## src/inc/cmc_pkg.sv

```systemverilog
// constants and types of the configuration memory crc checker
package cmc_pkg;
   localparam int          CRC_W        = 32;
   localparam int          WORD_W       = 16;
   localparam int          CELL_WORDS   = 64;
   localparam int          ADDR_W       = 6;
   localparam int          IDX_W        = 7;
   localparam int          BIT_W        = 4;
   localparam int          IR_W         = 10;
   localparam int          PIN_W        = 4;
   localparam logic [31:0] CRC_POLY     = 32'h04C1_1DB7;
   localparam logic [31:0] CRC_INIT     = 32'hFFFF_FFFF;
   localparam logic [31:0] REF_RESET    = 32'h0000_0000;
   localparam logic [9:0]  IR_LOAD_REF  = 10'h015;
   localparam logic [9:0]  IR_BYPASS    = 10'h3FF;
   localparam logic [9:0]  IR_CAPTURE   = 10'h001;
   // synchronised pin vector: {recfg_n, tdi, tms, tck}
   localparam int          PIN_TCK      = 0;
   localparam int          PIN_TMS      = 1;
   localparam int          PIN_TDI      = 2;
   localparam int          PIN_RECFG    = 3;
   localparam logic [3:0]  PIN_IDLE     = 4'hE;

   typedef enum logic [1:0] {
      KIND_DATA = 2'b00,
      KIND_EXCL = 2'b01,
      KIND_FCHK = 2'b10,
      KIND_REF  = 2'b11
   } cmc_kind_t;

   typedef enum logic [1:0] {
      MODE_CFG  = 2'b00,
      MODE_HALT = 2'b01,
      MODE_USER = 2'b10
   } cmc_mode_t;

   typedef enum logic [3:0] {
      TAP_RESET   = 4'h0, TAP_IDLE    = 4'h1, TAP_SEL_DR  = 4'h2, TAP_CAP_DR  = 4'h3,
      TAP_SH_DR   = 4'h4, TAP_EX1_DR  = 4'h5, TAP_PAU_DR  = 4'h6, TAP_EX2_DR  = 4'h7,
      TAP_UPD_DR  = 4'h8, TAP_SEL_IR  = 4'h9, TAP_CAP_IR  = 4'hA, TAP_SH_IR   = 4'hB,
      TAP_EX1_IR  = 4'hC, TAP_PAU_IR  = 4'hD, TAP_EX2_IR  = 4'hE, TAP_UPD_IR  = 4'hF
   } cmc_tap_t;
endpackage

```

## src/inc/cmc_crc_if.sv

```systemverilog
// carrier between the checker and its crc step engine
interface cmc_crc_if;
   import cmc_pkg::*;
   logic [CRC_W-1:0]  crc_cur;
   logic [WORD_W-1:0] word;
   logic [CRC_W-1:0]  crc_nxt;
   modport src (output crc_cur, output word, input crc_nxt);
   modport eng (input crc_cur, input word, output crc_nxt);
endinterface

```

## src/design/cmc_crc_step.sv

```systemverilog
// one 16-bit word step of the 32-bit crc, msb first
module cmc_crc_step
   import cmc_pkg::*;
(
   cmc_crc_if.eng      bus
);
   logic [CRC_W-1:0] chain [0:WORD_W];

   assign chain[0] = bus.crc_cur;

   // one shift per data bit, msb of the word first, no reflection
   genvar i;
   generate
      for (i = 0; i < WORD_W; i++) begin : g_bit
         logic fb;
         assign fb           = chain[i][CRC_W-1] ^ bus.word[WORD_W-1-i];
         assign chain[i + 1] = {chain[i][CRC_W-2:0], 1'b0} ^ (fb ? CRC_POLY : '0);
      end
   endgenerate

   assign bus.crc_nxt = chain[WORD_W];
endmodule

```

## src/flat_wrapper.sv

```systemverilog
// flat-port wrapper written by rule: the top's interface ports become plain ports
module cmc_crc_step_flat import cmc_pkg::*;
  (bus_crc_cur, bus_word, bus_crc_nxt);
  cmc_crc_if bus_i ();
  input wire logic [$bits(bus_i.crc_cur)-1:0] bus_crc_cur;
  input wire logic [$bits(bus_i.word)-1:0] bus_word;
  output wire logic [$bits(bus_i.crc_nxt)-1:0] bus_crc_nxt;
  assign bus_i.crc_cur = bus_crc_cur;
  assign bus_i.word = bus_word;
  assign bus_crc_nxt = bus_i.crc_nxt;
  cmc_crc_step u_core (.bus(bus_i));
endmodule
```

## config.mk

```make
export PLATFORM = sky130hd
export DESIGN_NAME = cmc_crc_step_flat
export DESIGN_NICKNAME = d
export VERILOG_FILES = /design/src/inc/cmc_pkg.sv /design/src/inc/cmc_crc_if.sv /design/src/design/cmc_crc_step.sv /design/src/flat_wrapper.sv
export SDC_FILE = /design/constraint.sdc
export NUM_CORES = 1
export LEC_CHECK = 0
export BUFFER_PORTS_ARGS = -buffer_cell sky130_fd_sc_hd__buf_2
export CAP_MARGIN = 20
export CORE_UTILIZATION = 49
export DETAILED_ROUTE_END_ITERATION = 8
export GPL_ROUTABILITY_DRIVEN = 0
export PLACE_DENSITY = 0.85
export SLEW_MARGIN = 20
export SYNTH_ARGS = -nofsm -noshare
export SYNTH_HDL_FRONTEND = slang
export SYNTH_SLANG_ARGS = --single-unit
```

## constraint.sdc

```tcl
create_clock -name vclk -period 2.6
set_clock_uncertainty 0.15 [all_clocks]
set_input_delay 0.26 -clock vclk [all_inputs]
set_output_delay 0.26 -clock vclk [all_outputs]
set_load 0.01 [all_outputs]
```

# Word-level counts from Yosys, hierarchy flattened
# Cells that the tools add are included.
[classes] n_mul=0 order_cmp=0 bitwise=32 n_reduce_logical=0 n_mux=16 addsub=0 n_div=0 shifts=0 eq_ne=0
[op_table] op="32-bit bitwise XOR" n=16
[op_table] op="27-bit 2-to-1 mux" n=16
[op_table] op="1-bit bitwise XOR" n=16
[totals] input_bits=48 mem_bits_ro=0 memories=0 word_cells=48 reg_bits=0 out_inout_bits=32 mem_bits_rw=0 latchBits=0

# Logic depth before layout (Yosys ltp)
# Gate-level depths: netlist of run 1.
[logic_depth] ltp_word=48 ltp_mapped=5 depth_no_buf=5

# Worst setup path after synthesis of run 1
# No wires, ideal clock.
[synth_path] path_kind="input -> output" start="in bus_word[13]" end="out bus_crc_nxt[4]" t_arrival_ns=2.116 required_ns=2.190 setup_slack_ns=0.074 path_buffers=0 stages=5 cell_sequence="xor2_1 -> xnor3_1 -> xor2_2 -> xnor3_1 -> xnor2_1"
[synth_between] elab_chain_cells=18 word_cells_on_any_way=20 classes_between="mux (3); bitwise (17)"
[synth_rtl] element="start: declaration" line_no="flat_wrapper.sv:6" text="input wire logic [$bits(bus_i.word)-1:0] bus_word;"
[synth_rtl] element="1-bit bitwise XOR *" line_no="cmc_crc_step.sv:16" text="assign fb = chain[i][CRC_W-1] ^ bus.word[WORD_W-1-i];"
[synth_rtl] element="27-bit 2-to-1 mux *" line_no="cmc_crc_step.sv:17" text="assign chain[i + 1] = {chain[i][CRC_W-2:0], 1'b0} ^ (fb ? CRC_POLY : '0);"
[synth_rtl] element="32-bit bitwise XOR * (9 in a row)" line_no="cmc_crc_step.sv:17"
[synth_rtl] element="1-bit bitwise XOR or 32-bit bitwise XOR (tied branches)" line_no="cmc_crc_step.sv:16, cmc_crc_step.sv:17"
[synth_rtl] element="27-bit 2-to-1 mux or 1-bit bitwise XOR (tied branches)" line_no="cmc_crc_step.sv:17, cmc_crc_step.sv:16"
[synth_rtl] element="32-bit bitwise XOR * (5 in a row)" line_no="cmc_crc_step.sv:17"
[synth_rtl] element="end: declaration" line_no="flat_wrapper.sv:7" text="output wire logic [$bits(bus_i.crc_nxt)-1:0] bus_crc_nxt;"
# Mark *: on every way between the ends. The rest lies on a longest branch, timed or not.

# Final worst setup path of run 1
[layout_path] start="in bus_crc_cur[19]" end="out bus_crc_nxt[15]"
[layout_between] elab_chain_cells=18
[layout_rtl] element="start: declaration" line_no="flat_wrapper.sv:5" text="input wire logic [$bits(bus_i.crc_cur)-1:0] bus_crc_cur;"
[layout_rtl] element="32-bit bitwise XOR (12 in a row)" line_no="cmc_crc_step.sv:17"
[layout_rtl] element="1-bit bitwise XOR" line_no="cmc_crc_step.sv:16"
[layout_rtl] element="27-bit 2-to-1 mux" line_no="cmc_crc_step.sv:17"
[layout_rtl] element="32-bit bitwise XOR (4 in a row)" line_no="cmc_crc_step.sv:17"
# Every way passes these cells.

==> parameters.txt, run 1 <==
Parameter                              Value

Outcome
  Outcome    complete, but fails checks
  Violations in the final reports    setup timing

Routing
  Total routed wirelength    5440 µm
  Avg WL per Cell    17.3 µm
  Vias per std cell    4.76
  DRC marker count from the first detailed-route iteration    56
  Number of DRC violations after detailed routing    0
  ANT nets after route    0
  Total via count in the routed design    1495
  Initial DRT Pass Iterations    4

GRT
  Number of antenna violations at the first check in global routing    0
  Overall track demand over capacity in global routing    24.9%
  First-pass GRT wire length    6510 µm
  Maximum number of pins on one net before global-route repair    6
  Number of global-route vias before repair    1410
  Grt ovf    0

STA
  Final-report hold violation count    0
  Final setup violation count    5
  Least-Margin Pin Slew    445 ps
  Fraction of the cycle the final worst path needs    102%
  Setup WS post-layout    -56.7 ps
  Final worst path period need    2660 ps
  Summed negative setup slack over all endpoints    -158 ps
  Achievable Freq    0.376 GHz
  Final number of max-transition violations    0
  Max-Slew Margin vs Limit    70.1%
  Unrepaired setup endpoints after global routing    true

Critical path
  Data arrival time of the critical path    2250 ps
  Buf/Inv on CP    3
  Stage delay of the slowest cell on the critical path    530 ps
  Kind of launch point of the worst setup path    input pin
  Library cell contributing the largest single delay on the critical path    xnor3_2
  Start-to-end type of the worst setup path    in2out
  Launch point of the worst path    bus_crc_cur[19]
  Required time at the endpoint of the critical path    2190 ps
  Kind of cell with the highest combined delay on the critical path    XOR/XNOR gates
  Kind of end point of the critical path    output port
  Crit path max fanout    5
  Series of cell instances along the critical path    buf_2 > xnor2_1 > xnor3_2 > xor2_2 > buf_6 > xnor3_1 > xnor2_1 > buf_2

Synth
  Mean post-synth cell area    11.6 µm²
  Warning count from the yosys run    0
  Sequential fraction of the synthesis area    0%
  Synth cell types    12
  Cell area after technology mapping    0.00157 mm²
  Synth Instances    136
  Post-synthesis net count    184

Floorplanning
  Initial cell density of the core    51.5%
  Area of the core    0.00305 mm²
  Chip height    58.7 µm
  Chip Width    58.7 µm
  I/O pin total    80
  Num rows    20
  Die area    0.00344 mm²

Power
  Standby leakage power    1.30 nW
  Power Density    1480 mW/mm²
  Maximum VDD drop    0.880 mV
  Power, Total    0.00394 W

Layout
  Antenna diodes    0
  Layout cells sized above 1    62.6%
  Total of fill cells in the finished design    162
  Leading cell types in the layout, fill and taps excluded    75 x buf_2, 71 x xnor2_1, 49 x buf_4, 22 x xor2_1
  Most common library cell in the layout ignoring fill and taps    buf_2
  Utilization after layout    87.3%
  Layout area overhead    69.4%
  Sequential cell area in the final layout    0 µm²
  Clock buffer cells    0
  FFs & Latches    0
  Total Nets Final    320

Place
  Total of buffers placed on input and output ports    80
  Post-DP HPWL    3570 µm

Clock network
  Number of hold-repair buffers added at the cts stage    0

Hold path
  Path type of the worst min-delay path    in2out
  Startpoint of the worst hold path    bus_crc_cur[2]

Job
  Max capacitance violation total    0
## cells in the mapped netlist
cell | instances | area share (%)
buf_4 | 1 | 0.48
inv_1 | 1 | 0.24
xnor2_1 | 77 | 43
xnor2_2 | 8 | 8.3
xnor2_4 | 3 | 5.3
xnor3_1 | 9 | 13
xnor3_2 | 3 | 4.5
xnor3_4 | 3 | 5.0
xor2_1 | 27 | 15
xor2_2 | 2 | 2.1
xor3_2 | 1 | 1.6
xor3_4 | 1 | 1.8
## layer usage
| metal | track usage [%] | up-vias | wire length [µm] | part of all wire (%) |
|---|---|---|---|---|
| met5 | 0 | - | 0 | 0 |
| met4 | 3.74 | 0 | 83 | 1.5 |
| met3 | 0.440 | 8 | 241 | 4.4 |
| met2 | 49.9 | 68 | 3090 | 57 |
| met1 | 30.1 | 729 | 2030 | 37 |
| li1 | - | 690 | - | - |
## final timing paths
kind              end  slack [ps]  cells past startpoint
max   bus_crc_nxt[15]         -60                      8
min   bus_crc_nxt[18]         660                      3
## stage by stage
stage	worst slack (ps)	hold WS, ps	area, µm²	std cells
2_1_floorplan	73.7	458	1570	136
3_3_place_gp	-52.3	638	2340	302
3_5_place_dp	-72.3	643	2340	302
4_1_cts	1.68	643	2410	305
5_1_grt	-117	676	2660	314
6_report	-56.7	663	2660	314
## cell families (layout without fill, tap and decap cells)
| group | Yosys count | in the layout | synth area share [%] |
|---|---|---|---|
| buf+inv | 2 | 136 | 0.716 |
| xor+xnor | 134 | 134 | 99.3 |
## final cells by class
type,count,area (µm²),share of cell area [%]
Timing Repair Buffer,135,880,33.0
Multi-Input combinational cell,134,1730,64.8
Tap cell,44,55.1,2.07
Inverter,1,3.75,0.141
## where the power goes
group	internal (W)	switching, W
sequential	0	0
combinational	0.00211	0.00183
clock	0	0
## timing repair
item / 4_1_cts / 5_1_grt
setup endpoints to repair: 10 / 19
pin swaps: 4 / 19
setup buffers: 3 / 9
resized for setup: 5 / 30
endpoints found under the hold margin: 0 / 0
(Power assumes the default switching activity.)
==> inputs of run 2 (changes only) <==
--- a/config.mk
+++ b/config.mk
@@ -10,7 +10,8 @@
 export CORE_UTILIZATION = 49
 export DETAILED_ROUTE_END_ITERATION = 8
 export GPL_ROUTABILITY_DRIVEN = 0
-export PLACE_DENSITY = 0.85
+export GPL_TIMING_DRIVEN = 0
+export PLACE_DENSITY_LB_ADDON = 0.1
 export SLEW_MARGIN = 20
 export SYNTH_ARGS = -nofsm -noshare
 export SYNTH_HDL_FRONTEND = slang
==> constraint.sdc (replaced) <==
create_clock -name vclk -period 2.96
set_clock_uncertainty 0.15 [all_clocks]
set_input_delay 0.296 -clock vclk [all_inputs]
set_output_delay 0.296 -clock vclk [all_outputs]
set_load 0.01 [all_outputs]
==> parameters.txt, run 2 (same netlist as run 1, synthesis figures left out) <==
Parameter                              Value

Outcome
  Outcome    finished, final reports clean

Layout
  Clock buffer cells    0
  Antenna diodes    0
  Leading cell types in the layout, fill and taps excluded    80 x buf_2, 74 x xnor2_1, 26 x xor2_1, 8 x xnor3_1
  Layout area overhead    36.0%
  Most common library cell in the layout ignoring fill and taps    buf_2
  Sequential cell area in the final layout    0 µm²
  Utilization after layout    70.0%
  Summed area of non-filler cells in the final layout    0.00214 mm²
  Layout cells sized above 1    50.2%
  FFs & Latches    0
  Total of fill cells in the finished design    253
  Layout Cells excl Fill    263
  Total Nets Final    269

GRT
  Grt ovf    0
  First-pass GRT wire length    4970 µm
  Number of antenna violations at the first check in global routing    0
  Number of global-route vias before repair    1080
  Maximum number of pins on one net before global-route repair    9
  Overall track demand over capacity in global routing    18.9%

Critical path
  Kind of launch point of the worst setup path    input pin
  Required time at the endpoint of the critical path    2510 ps
  Crit path max fanout    6
  Start-to-end type of the worst setup path    in2out
  Kind of end point of the critical path    output port
  Data arrival time of the critical path    2440 ps

Routing
  Avg WL per Cell    12.7 µm
  ANT nets after route    0
  DRC marker count from the first detailed-route iteration    19
  Vias per std cell    4.49
  Total routed wirelength    3350 µm
  Total via count in the routed design    1181
  Initial DRT Pass Iterations    4
  Number of DRC violations after detailed routing    0

STA
  Final worst path period need    2890 ps
  Unrepaired setup endpoints after global routing    false
  Final number of max-transition violations    0
  Max-Slew Margin vs Limit    48.4%
  Final setup violation count    0
  Fraction of the cycle the final worst path needs    97.6%
  Least-Margin Pin Slew    769 ps
  Achievable Freq    0.346 GHz
  Final-report hold violation count    0

Floorplanning
  Area of the core    0.00305 mm²
  Chip height    58.7 µm
  Initial cell density of the core    51.5%
  Num rows    20
  Die area    0.00344 mm²
  I/O pin total    80
  Chip Width    58.7 µm

Place
  Total of buffers placed on input and output ports    80
  Placement Cell Area    0.00203 mm²
  Placed cell count    260
  Post-DP HPWL    2830 µm

Job
  Max capacitance violation total    0

Power
  Maximum VDD drop    0.695 mV
  Standby leakage power    1.01 nW
  Power Density    1330 mW/mm²

Hold path
  Path type of the worst min-delay path    in2out
[run 2: power breakdown]
part | switching (W) | internal, W | leakage (nW)
registers | 0 | 0 | 0
clock network | 0 | 0 | 0
logic | 0.00136 | 0.00149 | 1.01
total | 0.00136 | 0.00149 | 1.01
[run 2: final timing paths]
check / slack [ps] / cells past startpoint / startpoint / end
worst min-delay path: 710 / 3 / bus_crc_cur[2] / bus_crc_nxt[18]
worst max-delay path: 70 / 7 / bus_word[13] / bus_crc_nxt[4]
[run 2: routing by layer]
layer,GRT usage [%],part of all wire (%),up-vias
met5,0,0,-
met4,0,0,0
met3,0.220,3.8,0
met2,36.9,54,40
met1,24.8,42,545
li1,-,-,596
[run 2: stage by stage]
stage | worst slack [ps] | hold WS [ps] | TNS (ps) | power, W
floorplan | 362 | 530 | 0 | 0.00195
global placement | -78.6 | 710 | -195 | 0.00272
detailed placement | -121 | 712 | -277 | 0.00277
CTS | 5.61 | 713 | 0 | 0.00280
global route | 2.33 | 729 | 0 | 0.00304
finish | 71.5 | 713 | 0 | 0.00285
[run 2: critical path, stage by stage]
cell,delay [ps]
buf_2,110
xor2_1,300
xnor3_2,580
xor2_4,350
xnor3_1,510
xnor2_1,140
buf_2,160
[run 2: area by class of cell]
type | count | area, µm² | share of cell area, %
multi-input combinational | 134 | 1650 | 77.1
timing repair buffer | 83 | 423 | 19.8
tap | 44 | 55.1 | 2.57
buffer | 1 | 7.51 | 0.351
inverter | 1 | 3.75 | 0.176
[run 2: timing repair]
| action | CTS | global route |
|---|---|---|
| pin swaps | 1 | 2 |
| hold buffers | 0 | 0 |
| resized for setup | 4 | 6 |
| endpoints found under the setup margin | 5 | 11 |
| setup buffers | 0 | 3 |
